[config.mk]
export PLATFORM = sky130hd
export DESIGN_NAME = hbp_top
export DESIGN_NICKNAME = d
export VERILOG_FILES = /design/src/verilog/hbp_pkg.sv /design/src/verilog/hbp_top.sv
export SDC_FILE = /design/constraint.sdc
export NUM_CORES = 1
export LEC_CHECK = 0
export ABC_AREA = 0
export CORE_ASPECT_RATIO = 0.75
export CORE_UTILIZATION = 50
export DETAILED_ROUTE_END_ITERATION = 10
export DONT_BUFFER_PORTS = 1
export GPL_ROUTABILITY_DRIVEN = 0
export SYNTH_ARGS = -nofsm -noshare
export SYNTH_HDL_FRONTEND = slang
export SYNTH_SLANG_ARGS = --single-unit
[constraint.sdc]
create_clock -name aclk -period 6.85 [get_ports aclk]
set_clock_uncertainty 0.2 [all_clocks]
set_input_delay 0.685 -clock aclk [delete_from_list [all_inputs] [get_ports aclk]]
set_output_delay 0.685 -clock aclk [all_outputs]
set_load 0.01 [all_outputs]
[src/verilog/hbp_pkg.sv]
package hbp_pkg;
	// register byte offsets on the axi4-lite slave
	localparam logic [7:0] OFF_DB_CTRL = 8'h00;
	localparam logic [7:0] OFF_SD_CTRL = 8'h04;
	localparam logic [7:0] OFF_INT_STAT = 8'h08;
	localparam logic [7:0] OFF_INT_MASK = 8'h0c;
	localparam logic [7:0] OFF_MODE = 8'h10;
	localparam logic [7:0] OFF_SRC_STAT = 8'h14;
	// field positions
	localparam int DB_RESTART_BIT = 7;
	localparam int DB_COUNT_LSB = 0;
	localparam int DB_COUNT_W = 7;
	localparam int SD_FLAG_BIT = 7;
	localparam int SD_SEL_LSB = 4;
	localparam int SD_AC_LSB = 2;
	localparam int SD_BD_LSB = 0;
	localparam int IRQ_SHUTDOWN_BIT = 0;
	localparam int IRQ_RESUME_BIT = 1;
	// values after reset
	localparam logic [7:0] DB_CTRL_RST = 8'h00;
	localparam logic [6:0] SD_CFG_RST = 7'h00;
	localparam logic [1:0] INT_RST = 2'h0;
	localparam logic [1:0] MODE_RST = 2'h1;
	// one dead-band unit is one instruction cycle, which here equals one clock period of 4 ns
	localparam int CLK_PERIOD_NS = 4;
	localparam int TCY_NS = 4;
	localparam int DB_UNIT_CYCLES = (TCY_NS + CLK_PERIOD_NS - 1) / CLK_PERIOD_NS;
	localparam logic [7:0] DB_UNIT_LAST = 8'(DB_UNIT_CYCLES - 1);
	// axi responses
	localparam logic [1:0] RESP_OKAY = 2'h0;
	localparam logic [1:0] RESP_SLVERR = 2'h2;
	// output modes
	typedef enum logic [1:0] {
		HBP_MODE_SINGLE = 2'h0,
		HBP_MODE_HALF = 2'h1,
		HBP_MODE_FWD = 2'h2,
		HBP_MODE_REV = 2'h3
	} hbp_mode_t;
	// pin pair state while shut down; code 3 also floats
	typedef enum logic [1:0] {
		HBP_SD_LOW = 2'h0,
		HBP_SD_HIGH = 2'h1,
		HBP_SD_FLOAT = 2'h2,
		HBP_SD_FLOAT2 = 2'h3
	} hbp_sdstate_t;
endpackage

[src/verilog/hbp_top.sv]
// The register offsets and register access over AXI4-Lite were decided locally.
`timescale 1ns/100ps
// Overview of operation
// - half-bridge mode drives pwm on pin a and its complement on pin b
// - seven-bit dead-band count sits in bits 6-0 of the dead-band register
// - dead-band delays only inactive-to-active edges, never the falling ones
// - one count unit equals one instruction cycle, which here is one clock period
// - count longer than active time keeps that output inactive all cycle
// - auto-shutdown covers the active pins in every output mode
// - three-bit select in bits 6:4 picks comparators and low fault input
// - with no source selected the shutdown state is never entered
// - shutdown forces pins at once, not waiting for a period boundary
// - two-bit fields set pairs a/c and b/d high, low or floating
// - hardware sets shutdown flag bit 7; outputs held while it is set
// - restart enable clears flag when cause goes; otherwise firmware clears
// - writes to the shutdown flag are ignored while a cause is active
// - flag set at period start holds shutdown states that whole period
// - after flag clears, normal output resumes only at next period start
module hbp_top #(
	parameter int ADDR_W = 8
) (
	// clock and reset
	input wire logic aclk,
	input wire logic aresetn,
	// axi4-lite write address and data
	input wire logic [ADDR_W-1:0] s_axi_awaddr,
	input wire logic [2:0] s_axi_awprot,
	input wire logic s_axi_awvalid,
	output logic s_axi_awready,
	input wire logic [31:0] s_axi_wdata,
	input wire logic [3:0] s_axi_wstrb,
	input wire logic s_axi_wvalid,
	output logic s_axi_wready,
	// axi4-lite write response
	output logic [1:0] s_axi_bresp,
	output logic s_axi_bvalid,
	input wire logic s_axi_bready,
	// axi4-lite read
	input wire logic [ADDR_W-1:0] s_axi_araddr,
	input wire logic [2:0] s_axi_arprot,
	input wire logic s_axi_arvalid,
	output logic s_axi_arready,
	output logic [31:0] s_axi_rdata,
	output logic [1:0] s_axi_rresp,
	output logic s_axi_rvalid,
	input wire logic s_axi_rready,
	// from the duty and period generator, same clock
	input wire logic pwm_in,
	input wire logic period_start,
	// shutdown sources from pins and comparators, asynchronous
	input wire logic cmp1_in,
	input wire logic cmp2_in,
	input wire logic fault_in_n,
	// bridge pins
	output logic bridge_out_a,
	output logic bridge_oe_a,
	output logic bridge_out_b,
	output logic bridge_oe_b,
	output logic bridge_out_c,
	output logic bridge_oe_c,
	output logic bridge_out_d,
	output logic bridge_oe_d,
	// interrupt
	output logic irq
);
	import hbp_pkg::*;

	logic [2:0] src_meta_reg, src_sync_reg, shutdown_source_sel;
	logic [7:0] db_ctrl_reg, wbyte_reg, unit_cnt_reg;
	logic [6:0] sd_cfg_reg, deadband_count;
	logic shutdown_active_flag_reg, forced_reg, wstrb0_reg, aw_held_reg, w_held_reg;
	logic [1:0] int_stat_reg, int_mask_reg, rresp_next, req, req_d_reg, act_reg;
	hbp_mode_t mode_reg;
	logic [ADDR_W-1:0] awaddr_reg;
	logic [31:0] rdata_next;
	logic unit_tick, auto_restart_en, sd_cond, wr_fire, rd_fire, shutdown_event, resume_event;
	hbp_sdstate_t shutdown_state_ac, shutdown_state_bd;
	logic [6:0] dly_cnt_reg [2];
	logic [3:0] used, out_next, oe_next;

	// two flops on each asynchronous source; order {fault low, cmp2, cmp1}
	genvar gi;
	generate
		for (gi = 0; gi < 3; gi++) begin : g_sync
			always_ff @(posedge aclk) begin
				if (!aresetn) begin
					src_meta_reg[gi] <= 1'b0;
					src_sync_reg[gi] <= 1'b0;
				end else begin
					src_meta_reg[gi] <= (gi == 2) ? !fault_in_n : (gi == 1 ? cmp2_in : cmp1_in);
					src_sync_reg[gi] <= src_meta_reg[gi];
				end
			end
		end
	endgenerate

	// field views of the control registers
	assign deadband_count = db_ctrl_reg[DB_COUNT_LSB +: DB_COUNT_W];
	assign auto_restart_en = db_ctrl_reg[DB_RESTART_BIT];
	assign shutdown_source_sel = sd_cfg_reg[SD_SEL_LSB +: 3];
	assign shutdown_state_ac = hbp_sdstate_t'(sd_cfg_reg[SD_AC_LSB +: 2]);
	assign shutdown_state_bd = hbp_sdstate_t'(sd_cfg_reg[SD_BD_LSB +: 2]);
	// any selected source is enough; an empty selection can never trip
	assign sd_cond = |(shutdown_source_sel & src_sync_reg);
	assign wr_fire = aw_held_reg && w_held_reg && !s_axi_bvalid;
	assign rd_fire = s_axi_arvalid && s_axi_arready;
	assign shutdown_event = sd_cond && !shutdown_active_flag_reg;
	assign resume_event = forced_reg && period_start && !shutdown_active_flag_reg && !sd_cond;

	// write channel: address and data are taken in either order, response after both
	always_ff @(posedge aclk) begin
		if (!aresetn) begin
			s_axi_awready <= 1'b1;
			s_axi_wready <= 1'b1;
			aw_held_reg <= 1'b0;
			w_held_reg <= 1'b0;
			awaddr_reg <= '0;
			wbyte_reg <= 8'h00;
			wstrb0_reg <= 1'b0;
			s_axi_bvalid <= 1'b0;
			s_axi_bresp <= RESP_OKAY;
		end else begin
			if (s_axi_awvalid && s_axi_awready) begin
				awaddr_reg <= s_axi_awaddr;
				aw_held_reg <= 1'b1;
				s_axi_awready <= 1'b0;
			end
			if (s_axi_wvalid && s_axi_wready) begin
				wbyte_reg <= s_axi_wdata[7:0];
				wstrb0_reg <= s_axi_wstrb[0];
				w_held_reg <= 1'b1;
				s_axi_wready <= 1'b0;
			end
			if (wr_fire) begin
				s_axi_bvalid <= 1'b1;
				s_axi_bresp <= (awaddr_reg == OFF_DB_CTRL || awaddr_reg == OFF_SD_CTRL ||
					awaddr_reg == OFF_INT_STAT || awaddr_reg == OFF_INT_MASK ||
					awaddr_reg == OFF_MODE || awaddr_reg == OFF_SRC_STAT) ? RESP_OKAY : RESP_SLVERR;
			end else if (s_axi_bvalid && s_axi_bready) begin
				s_axi_bvalid <= 1'b0;
				aw_held_reg <= 1'b0;
				w_held_reg <= 1'b0;
				s_axi_awready <= 1'b1;
				s_axi_wready <= 1'b1;
			end
		end
	end

	// plain configuration registers; only byte lane 0 carries data
	always_ff @(posedge aclk) begin
		if (!aresetn) begin
			db_ctrl_reg <= DB_CTRL_RST;
			sd_cfg_reg <= SD_CFG_RST;
			int_mask_reg <= INT_RST;
			mode_reg <= hbp_mode_t'(MODE_RST);
		end else if (wr_fire && wstrb0_reg) begin
			if (awaddr_reg == OFF_DB_CTRL) begin
				db_ctrl_reg <= wbyte_reg;
			end else if (awaddr_reg == OFF_SD_CTRL) begin
				sd_cfg_reg <= wbyte_reg[6:0];
			end else if (awaddr_reg == OFF_INT_MASK) begin
				int_mask_reg <= wbyte_reg[1:0];
			end else if (awaddr_reg == OFF_MODE) begin
				mode_reg <= hbp_mode_t'(wbyte_reg[1:0]);
			end
		end
	end

	// shutdown flag: hardware set beats every clear, writes ignored while a cause stands
	always_ff @(posedge aclk) begin
		if (!aresetn) begin
			shutdown_active_flag_reg <= 1'b0;
		end else if (sd_cond) begin
			shutdown_active_flag_reg <= 1'b1;
		end else if (auto_restart_en) begin
			shutdown_active_flag_reg <= 1'b0;
		end else if (wr_fire && wstrb0_reg && awaddr_reg == OFF_SD_CTRL && !wbyte_reg[SD_FLAG_BIT]) begin
			shutdown_active_flag_reg <= 1'b0;
		end
	end

	// pins stay forced until a period starts with the flag clear
	always_ff @(posedge aclk) begin
		if (!aresetn) begin
			forced_reg <= 1'b0;
		end else if (sd_cond || shutdown_active_flag_reg) begin
			forced_reg <= 1'b1;
		end else if (period_start) begin
			forced_reg <= 1'b0;
		end
	end

	// sticky event bits; a new event outranks the clear by read
	always_ff @(posedge aclk) begin
		if (!aresetn) begin
			int_stat_reg <= INT_RST;
			irq <= 1'b0;
		end else begin
			int_stat_reg[IRQ_SHUTDOWN_BIT] <= shutdown_event ||
				(int_stat_reg[IRQ_SHUTDOWN_BIT] && !(rd_fire && s_axi_araddr == OFF_INT_STAT));
			int_stat_reg[IRQ_RESUME_BIT] <= resume_event ||
				(int_stat_reg[IRQ_RESUME_BIT] && !(rd_fire && s_axi_araddr == OFF_INT_STAT));
			irq <= |(int_stat_reg & int_mask_reg);
		end
	end

	// read data selection
	always_comb begin
		rdata_next = 32'h0000_0000;
		rresp_next = RESP_OKAY;
		if (s_axi_araddr == OFF_DB_CTRL) begin
			rdata_next[7:0] = db_ctrl_reg;
		end else if (s_axi_araddr == OFF_SD_CTRL) begin
			rdata_next[7:0] = {shutdown_active_flag_reg, sd_cfg_reg};
		end else if (s_axi_araddr == OFF_INT_STAT) begin
			rdata_next[1:0] = int_stat_reg;
		end else if (s_axi_araddr == OFF_INT_MASK) begin
			rdata_next[1:0] = int_mask_reg;
		end else if (s_axi_araddr == OFF_MODE) begin
			rdata_next[1:0] = mode_reg;
		end else if (s_axi_araddr == OFF_SRC_STAT) begin
			rdata_next[4:0] = {forced_reg, sd_cond, src_sync_reg};
		end else begin
			rresp_next = RESP_SLVERR;
		end
	end

	// read channel: answer one cycle after the address is taken
	always_ff @(posedge aclk) begin
		if (!aresetn) begin
			s_axi_arready <= 1'b1;
			s_axi_rvalid <= 1'b0;
			s_axi_rdata <= 32'h0000_0000;
			s_axi_rresp <= RESP_OKAY;
		end else if (rd_fire) begin
			s_axi_arready <= 1'b0;
			s_axi_rvalid <= 1'b1;
			s_axi_rdata <= rdata_next;
			s_axi_rresp <= rresp_next;
		end else if (s_axi_rvalid && s_axi_rready) begin
			s_axi_rvalid <= 1'b0;
			s_axi_arready <= 1'b1;
		end
	end

	// instruction-cycle tick for the dead-band counters
	always_ff @(posedge aclk) begin
		if (!aresetn || unit_cnt_reg == DB_UNIT_LAST) begin
			unit_cnt_reg <= 8'h00;
		end else begin
			unit_cnt_reg <= unit_cnt_reg + 8'h01;
		end
	end
	assign unit_tick = (unit_cnt_reg == DB_UNIT_LAST);

	// channel 0 wants pin a active, channel 1 wants pin b active
	assign req[0] = (mode_reg == HBP_MODE_HALF) && pwm_in;
	assign req[1] = (mode_reg == HBP_MODE_HALF) && !pwm_in;

	// dead-band: a rising request waits the count, a falling one acts at once
	generate
		for (gi = 0; gi < 2; gi++) begin : g_dead
			always_ff @(posedge aclk) begin
				if (!aresetn) begin
					req_d_reg[gi] <= 1'b0;
					act_reg[gi] <= 1'b0;
					dly_cnt_reg[gi] <= 7'h00;
				end else begin
					req_d_reg[gi] <= req[gi];
					if (!req[gi]) begin
						act_reg[gi] <= 1'b0;
						dly_cnt_reg[gi] <= 7'h00;
					end else if (!req_d_reg[gi]) begin
						dly_cnt_reg[gi] <= deadband_count;
						act_reg[gi] <= (deadband_count == 7'h00);
					end else if (dly_cnt_reg[gi] != 7'h00) begin
						if (unit_tick) begin
							dly_cnt_reg[gi] <= dly_cnt_reg[gi] - 7'h01;
							act_reg[gi] <= (dly_cnt_reg[gi] == 7'h01);
						end
					end else begin
						act_reg[gi] <= 1'b1;
					end
				end
			end
		end
	endgenerate

	// pin levels per mode, overridden by the shutdown states on the used pins
	always_comb begin
		used = 4'hf;
		out_next = 4'h0;
		case (mode_reg)
			HBP_MODE_SINGLE: begin
				used = 4'h1;
				out_next = {3'h0, pwm_in};
			end
			HBP_MODE_HALF: begin
				used = 4'h3;
				out_next = {2'h0, act_reg[1], act_reg[0]};
			end
			HBP_MODE_FWD: begin
				out_next = {pwm_in, 3'h1};
			end
			default: begin
				out_next = {1'b0, 1'b1, pwm_in, 1'b0};
			end
		endcase
		oe_next = used;
		// hold the safe states while forced or as soon as a cause is seen
		if (forced_reg || sd_cond) begin
			out_next[0] = (shutdown_state_ac == HBP_SD_HIGH);
			out_next[2] = (shutdown_state_ac == HBP_SD_HIGH);
			out_next[1] = (shutdown_state_bd == HBP_SD_HIGH);
			out_next[3] = (shutdown_state_bd == HBP_SD_HIGH);
			oe_next[0] = used[0] && !shutdown_state_ac[1];
			oe_next[2] = used[2] && !shutdown_state_ac[1];
			oe_next[1] = used[1] && !shutdown_state_bd[1];
			oe_next[3] = used[3] && !shutdown_state_bd[1];
		end
	end

	// every pin leaves through a flop so nothing glitches onto the bridge
	always_ff @(posedge aclk) begin
		if (!aresetn) begin
			{bridge_out_d, bridge_out_c, bridge_out_b, bridge_out_a} <= 4'h0;
			{bridge_oe_d, bridge_oe_c, bridge_oe_b, bridge_oe_a} <= 4'h0;
		end else begin
			{bridge_out_d, bridge_out_c, bridge_out_b, bridge_out_a} <= out_next & oe_next;
			{bridge_oe_d, bridge_oe_c, bridge_oe_b, bridge_oe_a} <= oe_next;
		end
	end
endmodule // hbp_top

==> flow_metrics.tcl, run 1 <==
set metrics [dict create \
    routed_wire_length_per_instance_um 15.4 \
    sum_of_negative_setup_slack_ns 0 \
    synth-xor-area-share_pct 2.80 \
    most_common_library_cell_in_the_layout_ignoring_fill_and_taps "sky130_fd_sc_hd__dfxtp_1" \
    synth-adder-area-share_pct 1.71 \
    worstSetupEndpointType "register" \
    worst_r2r_path_depth 6 \
    place.port_buffers 0 \
    rr_endpoint "dly_cnt_reg[1][5]" \
    post_drt_via_cell_ratio 5.48 \
    hold_viol 0 \
    cts_root_buf "sky130_fd_sc_hd__clkbuf_16" \
    max_freq_ghz 0.407 \
    critPathKind "reg -> reg" \
    cts_setup_buffers 0 \
    critical_path.cell_chain "inv_1, ha_1, nor4b_1, and2_1, nand4_1, nand3_1" \
    power-per-cell-area_nw_per_um2 262 \
    slew-limit-headroom_pct 48.2 \
    number_of_cells_on_the_worst_hold_path 1 \
    worst_ir_drop_vdd_v 0.000196 \
    crit_path_end "dly_cnt_reg[1][5]" \
    leakagePower_nw 1.80 \
    grt_pass1_wl_mm 15.1 \
    totalPowerFinal_mw 1.22 \
    synthesis.area_per_instance_um2 9.00 \
    route.detailed.drc 0 \
    critPathSlowestCell "sky130_fd_sc_hd__nand3_1" \
    crit_cells 6 \
    final_core_util_pct 55.0 \
    clock_latency_ns 0.35 \
    use_met1_pct 29.2 \
    grtUsageTotal_pct 21.7 \
    post_synth_design_cell_area_um2 4380 \
    setup_viol 0 \
    stdcell_count 590 \
    timing.max_cap.violations 0 \
    ys_seq_area_share_pct 48.0 \
    grt-busiest-layer "met2" \
    top_level_ports 120 \
    fin_nets 553 \
    path_buf_inv 1 \
    cts.clk_slew.worst_paths_ns 0.07 \
    setup_repair_after_global_routing_missed_its_margin "false" \
    hold_path_class "in -> reg" \
    final.min_clock_period_ns 2.46 \
    die-height_um 83.1 \
    crit_fanout 7 \
    cp-startpoint "unit_cnt_reg[0]" \
    cts_repair_resized_insts 0 \
    ys_seq_elements 98 \
    synth_compound_area_share_pct 11.8 \
    post-place-cells 574 \
    fp.coreArea_um2 8490 \
    groute.layer.met3.usage_pct 8.16 \
    place_hpwl_mm 6.49 \
    synthSimpleGateAreaFrac_pct 22.0 \
    overflow 0 \
    synth_top_family_by_area "simple AND/OR/NAND/NOR gates" \
    drt_pre_antenna_iters 4 \
    period_share_pct 35.9 \
    post_synth_mux_area_share_pct 5.74 \
    layout.cells.most_common_list "sky130_fd_sc_hd__dfxtp_1 (84), sky130_fd_sc_hd__nand2_1 (53), sky130_fd_sc_hd__nor2_1 (42)" \
    antenna_found_initial 0 \
    startpoint_type "register" \
    first_global_vias 3043 \
    arrival_ns 2.26 \
    cts_inserted_buffers 9 \
    synth_enable_flop_cells 14 \
    worstPathRequired_ns 6.66 \
    drt-total-wl_mm 9.12 \
    htreeDepth 3 \
    met2_track_demand_over_resource_in_global_routing_pct 33.0 \
    postSynth.topFlopCell "sky130_fd_sc_hd__dfxtp_1" \
    post_synth_num_cell_types 49 \
    floorplan.initialDensity_pct 51.6 \
    rr_startpoint "unit_cnt_reg[0]" \
    clk_path_buf_depth 2 \
    maxSlewViolCount 0 \
    tightest_slew_ns 0.771 \
    drt_first_iter_violations 157 \
    flip_flop_count_of_the_largest_register_all_copies_and_words_added 14 \
    worst_setup_slack_post_dpl_ns 4.41 \
    clkSinkCount 98 \
    grt_start_max_net_pins 50 \
    layout_cells_sized_above_1_pct 4.36 \
    cts_tree "done" \
    detail-route-antenna-nets 0 \
    outcome "finished, final reports clean" \
    setup_slack_ns 4.39 \
    detailroute.via_count 3232 \
    cts_hold_buffers 0 \
    slowest_delay_ns 0.39 \
    antenna_diode_instance_count 0 \
    dieWidth_um 110 \
    post_synth_inst_count 487 \
    floorplan.die_area_um2 9150 \
    critical-path-top-delay-family "simple AND/OR/NAND/NOR gates" \
    rrSetupSlack_ns 4.39 \
    flow.area_growth_from_synthesis_pct 6.54 \
    ys_async_sr_fraction_pct 0 \
    yosys_warnings 0 \
    core.rowCount 29 \
]
kinds of logic (layout without fill, tap and decap cells):
family          after synthesis  in the layout
compound gates               87             87
xor+xnor                     14             14
fa+ha+maj                     6              6
buf+inv                      66             36
flops                        98             98
mux                          25             25
other cells                   1             26
simple gates                190            190
through the flow:
| step | instance area (um^2) | hold slack (ns) |
|---|---|---|
| 6_report | 4670 | 0.194 |
| 5_1_grt | 4670 | 0.177 |
| 4_1_cts | 4670 | 0.182 |
| 2_1_floorplan | 4480 | 0.212 |
| 3_3_place_gp | 4350 | 0.215 |
| 3_5_place_dp | 4350 | 0.221 |
area by class of cell:
type | count | area, um^2
clock inverter | 5 | 58.8
tap | 108 | 135
timing repair buffer | 2 | 15.0
clock buffer | 11 | 264
fill | 778 | 3820
multi-input combinational | 348 | 2030
inverter | 18 | 67.6
sequential | 98 | 2100
synthesized netlist by cell type, types with 2 or more instances:
cell type	n	share of area (%)
sky130_fd_sc_hd__a21oi_1	40	4.6
sky130_fd_sc_hd__a221oi_1	3	0.60
sky130_fd_sc_hd__a31oi_1	4	0.57
sky130_fd_sc_hd__a41oi_1	2	0.40
sky130_fd_sc_hd__and2_1	8	1.1
sky130_fd_sc_hd__and3_1	3	0.43
sky130_fd_sc_hd__buf_2	2	0.23
sky130_fd_sc_hd__buf_4	26	4.5
sky130_fd_sc_hd__clkbuf_1	19	1.6
sky130_fd_sc_hd__dfxtp_1	84	38
sky130_fd_sc_hd__edfxtp_1	14	9.6
sky130_fd_sc_hd__ha_1	6	1.7
sky130_fd_sc_hd__inv_1	18	1.5
sky130_fd_sc_hd__mux2i_1	24	5.5
sky130_fd_sc_hd__nand2_1	53	4.5
sky130_fd_sc_hd__nand2b_1	6	0.86
sky130_fd_sc_hd__nand3_1	25	2.9
sky130_fd_sc_hd__nand3b_1	4	0.69
sky130_fd_sc_hd__nand4_1	9	1.3
sky130_fd_sc_hd__nand4b_1	2	0.40
sky130_fd_sc_hd__nor2_1	42	3.6
sky130_fd_sc_hd__nor2b_1	8	1.1
sky130_fd_sc_hd__nor3_1	8	0.91
sky130_fd_sc_hd__nor3b_1	3	0.51
sky130_fd_sc_hd__nor4_1	5	0.71
sky130_fd_sc_hd__o2111ai_1	2	0.40
sky130_fd_sc_hd__o21ai_0	20	2.3
sky130_fd_sc_hd__o2bb2ai_1	6	1.2
sky130_fd_sc_hd__o31ai_1	2	0.34
sky130_fd_sc_hd__or3_1	5	0.71
sky130_fd_sc_hd__or4_1	3	0.51
sky130_fd_sc_hd__or4bb_1	2	0.51
sky130_fd_sc_hd__xnor2_1	5	1.0
sky130_fd_sc_hd__xor2_1	9	1.8
worst min path at each step:
| stage | from | end | slack (ns) |
|---|---|---|---|
| 2_1_floorplan | src_meta_reg[0] | src_sync_reg[0] | 0.21 |
| 6_report | fault_in_n | src_meta_reg[2] | 0.19 |
| 3_3_place_gp | src_meta_reg[0] | src_sync_reg[0] | 0.21 |
| 4_1_cts | fault_in_n | src_meta_reg[2] | 0.18 |
| 3_5_place_dp | src_meta_reg[1] | src_sync_reg[1] | 0.22 |
| 5_1_grt | fault_in_n | src_meta_reg[2] | 0.18 |
worst register-to-register path: cells and delay by family, from the launching register on:
| family | cells | cell delay [ns] |
|---|---|---|
| adder cells (fa/ha/maj) | 1 | 0.15 |
| AND/OR/NAND/NOR | 4 | 1.36 |
| flip-flops | 1 | 0.35 |
| buffers and inverters | 1 | 0.07 |
routing by layer:
metal / vias up / wire, um
li1: 1636 / -
met1: 1513 / 4430
met2: 72 / 4050
met3: 11 / 499
met4: 0 / 136
met5: - / 0
power by group:
part           total (mW)  switching [mW]  internal, mW
combinational      0.0715          0.0445        0.0270
clock               0.532           0.216         0.316
sequential          0.618          0.0178         0.600
total                1.22           0.278         0.943
Power figures use the tool's default switching activity.
==> inputs of run 2 (changes only) <==
ABC_AREA = 1   (was 0)
clock period = 2.6 ns   (was 6.85 ns; I/O delays follow)
==> flow_metrics.tcl, run 2 <==
set metrics [dict create \
    outcome "finished, violations left" \
    violations_in_the_final_reports "design-rule violations" \
    cts_repair_resized_insts 0 \
    detail-route-antenna-nets 0 \
    dieWidth_um 111 \
    slowest_delay_ns 0.33 \
    route.detailed.drc 9 \
    layout_cells_sized_above_1_pct 7.13 \
    yosys_warnings 0 \
    post_synth_inst_count 557 \
    cts_root_buf "sky130_fd_sc_hd__clkbuf_16" \
    setup_viol 0 \
    slew-limit-headroom_pct 57.3 \
    flip_flop_count_of_the_largest_register_all_copies_and_words_added 14 \
    fin_nets 661 \
    synth_compound_area_share_pct 15.0 \
    drt_first_iter_violations 215 \
    floorplan.die_area_um2 9290 \
    critPathSlowestCell "sky130_fd_sc_hd__dfxtp_1" \
    place_hpwl_mm 6.78 \
    hold_viol 0 \
    ys_seq_area_share_pct 47.2 \
    top_level_ports 120 \
    fillCellCount 781 \
    stdcell_count 697 \
    synthSimpleGateAreaFrac_pct 21.4 \
    place.port_buffers 0 \
    post_drt_via_cell_ratio 4.99 \
    antenna_found_initial 0 \
    synth_top_area_cell "sky130_fd_sc_hd__dfxtp_1" \
    stdcell_area_um2 5020 \
    drt_pre_antenna_iters 7 \
    post_synth_mux_area_share_pct 0 \
    tightest_slew_ns 0.635 \
    synthesis.area_per_instance_um2 7.99 \
    period_share_pct 84.8 \
    yosys-top-cells-area "sky130_fd_sc_hd__dfxtp_1 (38%), sky130_fd_sc_hd__edfxtp_1 (9.4%), sky130_fd_sc_hd__nand2_1 (6.1%), sky130_fd_sc_hd__inv_1 (5.9%), sky130_fd_sc_hd__nor2_1 (5.7%)" \
    floorplan.initialDensity_pct 52.0 \
    timing.max_cap.violations 0 \
    startpoint_type "register" \
    crit_path_frequent_cell "sky130_fd_sc_hd__nand2_1" \
    postPlaceCellArea_um2 4420 \
    grtUsageTotal_pct 21.7 \
    max_freq_ghz 0.453 \
    crit_fanout 8 \
    most_common_library_cell_in_the_layout_ignoring_fill_and_taps "sky130_fd_sc_hd__dfxtp_1" \
    leakagePower_nw 2.12 \
    synth_enable_flop_cells 14 \
    antenna_diode_instance_count 0 \
    sum_of_negative_setup_slack_ns 0 \
    ys_async_sr_fraction_pct 0 \
    arrival_ns 2.00 \
    synth_top_family_by_area "simple AND/OR/NAND/NOR gates" \
    detailroute.via_count 3478 \
    synth-xor-area-share_pct 2.56 \
    maxSlewViolCount 0 \
    post_synth_num_cell_types 41 \
    critical_path.cell_chain "inv_1, ha_1, nand2_1, nor3_1, nand2_1, nor3_4, nand2_2, nand4_1" \
    clock_latency_ns 0.34 \
    htreeDepth 3 \
    core.rowCount 29 \
    clkSinkCount 98 \
    final.min_clock_period_ns 2.21 \
    hold_path_class "in -> reg" \
    cts_tree "done" \
    synth_top_area_share_pct 37.8 \
    critPathKind "reg -> reg" \
    post_synth_design_cell_area_um2 4450 \
    worstPathRequired_ns 2.40 \
    drt-total-wl_mm 9.50 \
    synth-adder-area-share_pct 1.69 \
    post-place-cells 653 \
    yosysMostFrequentCell "sky130_fd_sc_hd__dfxtp_1" \
    flow.area_growth_from_synthesis_pct 12.7 \
    die-height_um 83.7 \
    grt_pass1_wl_mm 15.8 \
    clk_path_buf_depth 2 \
    worstSetupEndpointType "register" \
    setup_repair_after_global_routing_missed_its_margin "false" \
    first_global_vias 3345 \
    cts_inserted_buffers 9 \
    routed_wire_length_per_instance_um 13.6 \
    worst_ir_drop_vdd_v 0.000457 \
    postSynth.topFlopCell "sky130_fd_sc_hd__dfxtp_1" \
    fp.coreArea_um2 8560 \
    power-per-cell-area_nw_per_um2 643 \
    cts.clk_slew.worst_paths_ns 0.06 \
    ys_seq_elements 98 \
    overflow 0 \
    synthTopCellsByCount "sky130_fd_sc_hd__dfxtp_1 (84), sky130_fd_sc_hd__nand2_1 (72), sky130_fd_sc_hd__inv_1 (70)" \
    layout.cells.most_common_list "sky130_fd_sc_hd__dfxtp_1 (84), sky130_fd_sc_hd__nand2_1 (72), sky130_fd_sc_hd__inv_1 (70)" \
    grt_start_max_net_pins 54 \
    worst_hold_slack_ns 0.0201 \
]
==> run 2: logic make-up after synthesis <==
group	Yosys count
other	1
buffers and inverters	112
adders and majority gates	6
AOI/OAI and AO/OA	119
and+or+nand+nor	208
xor gates and xnor gates	13
DFF	98
==> run 2: metrics by stage <==
| stage | total power [mW] | utilization, % | worst slack [ns] |
|---|---|---|---|
| after CTS | 3.25 | 58.6 | 0.362 |
| after floorplan | 1.91 | - | 0.662 |
| after global placement | 1.91 | 51.7 | 0.429 |
| after global routing | 3.36 | 58.6 | 0.151 |
| after detailed placement | 1.92 | 51.7 | 0.395 |
| final | 3.22 | 58.6 | 0.395 |
==> run 2: metal layers <==
layer | part of all wire (%) | global-route usage, % | vias to the layer above | wire length, um
met5 | 0 | 0 | - | 0
met2 | 44 | 34.7 | 88 | 4140
met4 | 0.80 | 4.73 | 0 | 76
met3 | 5.8 | 5.95 | 9 | 547
met1 | 50 | 29.4 | 1549 | 4740
li1 | - | - | 1832 | -
==> run 2: final timing paths <==
kind | cells after the start | slack, ns | from | end
worst max-delay path | 8 | 0.39 | unit_cnt_reg[0] | dly_cnt_reg[1][3]
worst min-delay path | 2 | 0.02 | aresetn | unit_cnt_reg[1]
worst max register to register | 8 | 0.39 | unit_cnt_reg[0] | dly_cnt_reg[1][3]
worst min register to register | 2 | 0.21 | src_meta_reg[1] | src_sync_reg[1]
==> run 2: what timing repair did <==
action	4_1_cts	5_1_grt
hold buffers	29	0
setup endpoints to repair	0	0
buffers inserted	0	0
endpoints found under the hold margin	71	0
==> run 2: power by group <==
part	internal, mW	switching, mW
Sequential	1.60	0.0507
Combinational	0.112	0.177
Clock	0.759	0.530
==> run 2: area by class of cell <==
class / count / area, um^2 / share of cell area, %
Clock buffer: 14 / 287 / 5.71
Inverter: 75 / 282 / 5.61
Multi-Input combinational cell: 372 / 1910 / 38.0
Clock inverter: 1 / 5.00 / 0.0998
Timing Repair Buffer: 29 / 300 / 5.99
Sequential cell: 98 / 2100 / 41.9
Tap cell: 108 / 135 / 2.69
==> run 2: critical path: cells and delay by family, from the launching register on <==
kind / cells / cell delay (ns)
simple gates: 6 / 1.14
flops: 1 / 0.33
fa+ha+maj: 1 / 0.13
buf+inv: 1 / 0.06
==> inputs of run 3 (changes only) <==
clock period = 2.3 ns   (was 2.6 ns; I/O delays follow)
==> flow_metrics.tcl, run 3 (synthesized netlist as in run 2, its figures left out) <==
set metrics [dict create \
    outcome "finished, violations left" \
    violations_in_the_final_reports "design-rule violations" \
    place_hpwl_mm 6.69 \
    sum_of_negative_setup_slack_ns 0 \
    fin_nets 666 \
    hold_path_class "in -> reg" \
    flow.area_growth_from_synthesis_pct 13.2 \
    power-per-cell-area_nw_per_um2 705 \
    cts_inserted_buffers 9 \
    top_level_ports 120 \
    cts_tree "done" \
    drt-total-wl_mm 9.49 \
    final.min_clock_period_ns 2.11 \
    clkSinkCount 98 \
    drt_pre_antenna_iters 7 \
    first_global_vias 3343 \
    period_share_pct 91.7 \
    maxSlewViolCount 0 \
    layout_cells_sized_above_1_pct 7.56 \
    leakagePower_nw 2.13 \
    worst_ir_drop_vdd_v 0.000497 \
    most_common_library_cell_in_the_layout_ignoring_fill_and_taps "sky130_fd_sc_hd__dfxtp_1" \
    detailroute.via_count 3690 \
    cts_root_buf "sky130_fd_sc_hd__clkbuf_16" \
    grt_start_max_net_pins 55 \
    setup_viol 0 \
    place.port_buffers 0 \
    worst_setup_slack_post_dpl_ns 0.101 \
    fp.coreArea_um2 8560 \
    overflow 0 \
    startpoint_type "register" \
    routed_wire_length_per_instance_um 13.5 \
    drt_first_iter_violations 199 \
    route.detailed.drc 9 \
    antenna_found_initial 0 \
    critPathKind "reg -> reg" \
    core.rowCount 29 \
    post-place-cells 654 \
    slew-limit-headroom_pct 61.8 \
    clk_path_buf_depth 2 \
    layout.cells.most_common_list "sky130_fd_sc_hd__dfxtp_1 (84), sky130_fd_sc_hd__nand2_1 (71), sky130_fd_sc_hd__inv_1 (70)" \
    grtUsageTotal_pct 21.5 \
    floorplan.die_area_um2 9290 \
    die-height_um 83.7 \
    floorplan.initialDensity_pct 52.0 \
    grt_pass1_wl_mm 15.8 \
    max_freq_ghz 0.474 \
    setup_repair_after_global_routing_missed_its_margin "false" \
    cts.clk_slew.worst_paths_ns 0.06 \
    arrival_ns 1.95 \
    antenna_diode_instance_count 0 \
    tightest_slew_ns 0.567 \
    dieWidth_um 111 \
    worstPathRequired_ns 2.14 \
    flip_flop_count_of_the_largest_register_all_copies_and_words_added 14 \
    crit_fanout 8 \
    totalPowerFinal_mw 3.55 \
    hold_viol 0 \
    timing.max_cap.violations 0 \
    clock_latency_ns 0.34 \
    stdcell_count 703 \
    post_drt_via_cell_ratio 5.25 \
    worstSetupEndpointType "register" \
    detail-route-antenna-nets 0 \
    setup_slack_ns 0.190 \
    htreeDepth 3 \
]
==> run 3: cell types whose count changed in the layout (fill, tap and decap cells not counted), sizes merged <==
| cell | previous run | this run |
|---|---|---|
| buf | 1 | 3 |
| dlygate4sd3 | 28 | 31 |
| inv | 73 | 74 |
==> run 3: routing by layer <==
metal	wire length [um]	GRT usage, %
met5	0	0
met3	549	5.52
met4	96	6.72
met2	4180	33.8
met1	4670	29.1
==> run 3: worst paths after layout <==
path	start	slack, ns	endpoint	cells after the start
worst min-delay path	aresetn	0.03	sd_cfg_reg[4]	3
worst min register to register	src_meta_reg[1]	0.21	src_sync_reg[1]	2
worst max-delay path	unit_cnt_reg[0]	0.19	dly_cnt_reg[1][5]	9
worst max register to register	unit_cnt_reg[0]	0.19	dly_cnt_reg[1][5]	9
==> run 3: what timing repair did <==
| action | CTS | global route |
|---|---|---|
| resized for setup | 0 | 1 |
| hold endpoints to repair | 78 | 0 |
| endpoints found under the setup margin | 0 | 14 |
| buffers inserted | 0 | 1 |
| hold buffers | 32 | 0 |
==> run 3: critical path, cell delays in order, from the launching register on <==
cell and delay [ns]:
sky130_fd_sc_hd__dfxtp_1 0.33, sky130_fd_sc_hd__inv_1 0.06, sky130_fd_sc_hd__ha_1 0.15, sky130_fd_sc_hd__nand2_1 0.06, sky130_fd_sc_hd__nor3_1 0.17, sky130_fd_sc_hd__nand2_2 0.19, sky130_fd_sc_hd__nor3_4 0.25, sky130_fd_sc_hd__nand2_2 0.12
sky130_fd_sc_hd__nand4_1 0.12, sky130_fd_sc_hd__buf_4 0.16
==> run 3: final cells by class <==
cell class | instances | area [um^2]
clock buffer | 14 | 254
timing repair buffer | 34 | 345
tap | 108 | 135
fill | 802 | 3530
sequential | 98 | 2100
clock inverter | 2 | 11.3
inverter | 75 | 282
multi-input combinational | 372 | 1910
==> run 3: per-stage QoR <==
stage / instance area [um^2] / utilization [%] / hold slack, ns
after floorplan: 4540 / - / 0.102
after global placement: 4430 / 51.8 / 0.105
after detailed placement: 4430 / 51.8 / 0.105
after global routing: 5040 / 58.8 / 0.0271
after CTS: 5030 / 58.7 / 0.00660
final: 5040 / 58.8 / 0.0252
==> run 3: report_power, final <==
part / total [mW] / leakage, nW / internal, mW / switching (mW)
logic: 0.333 / 1.15 / 0.131 / 0.201
registers: 1.86 / 0.850 / 1.80 / 0.0579
clock network: 1.36 / 0.131 / 0.763 / 0.595
total: 3.55 / 2.13 / 2.70 / 0.854
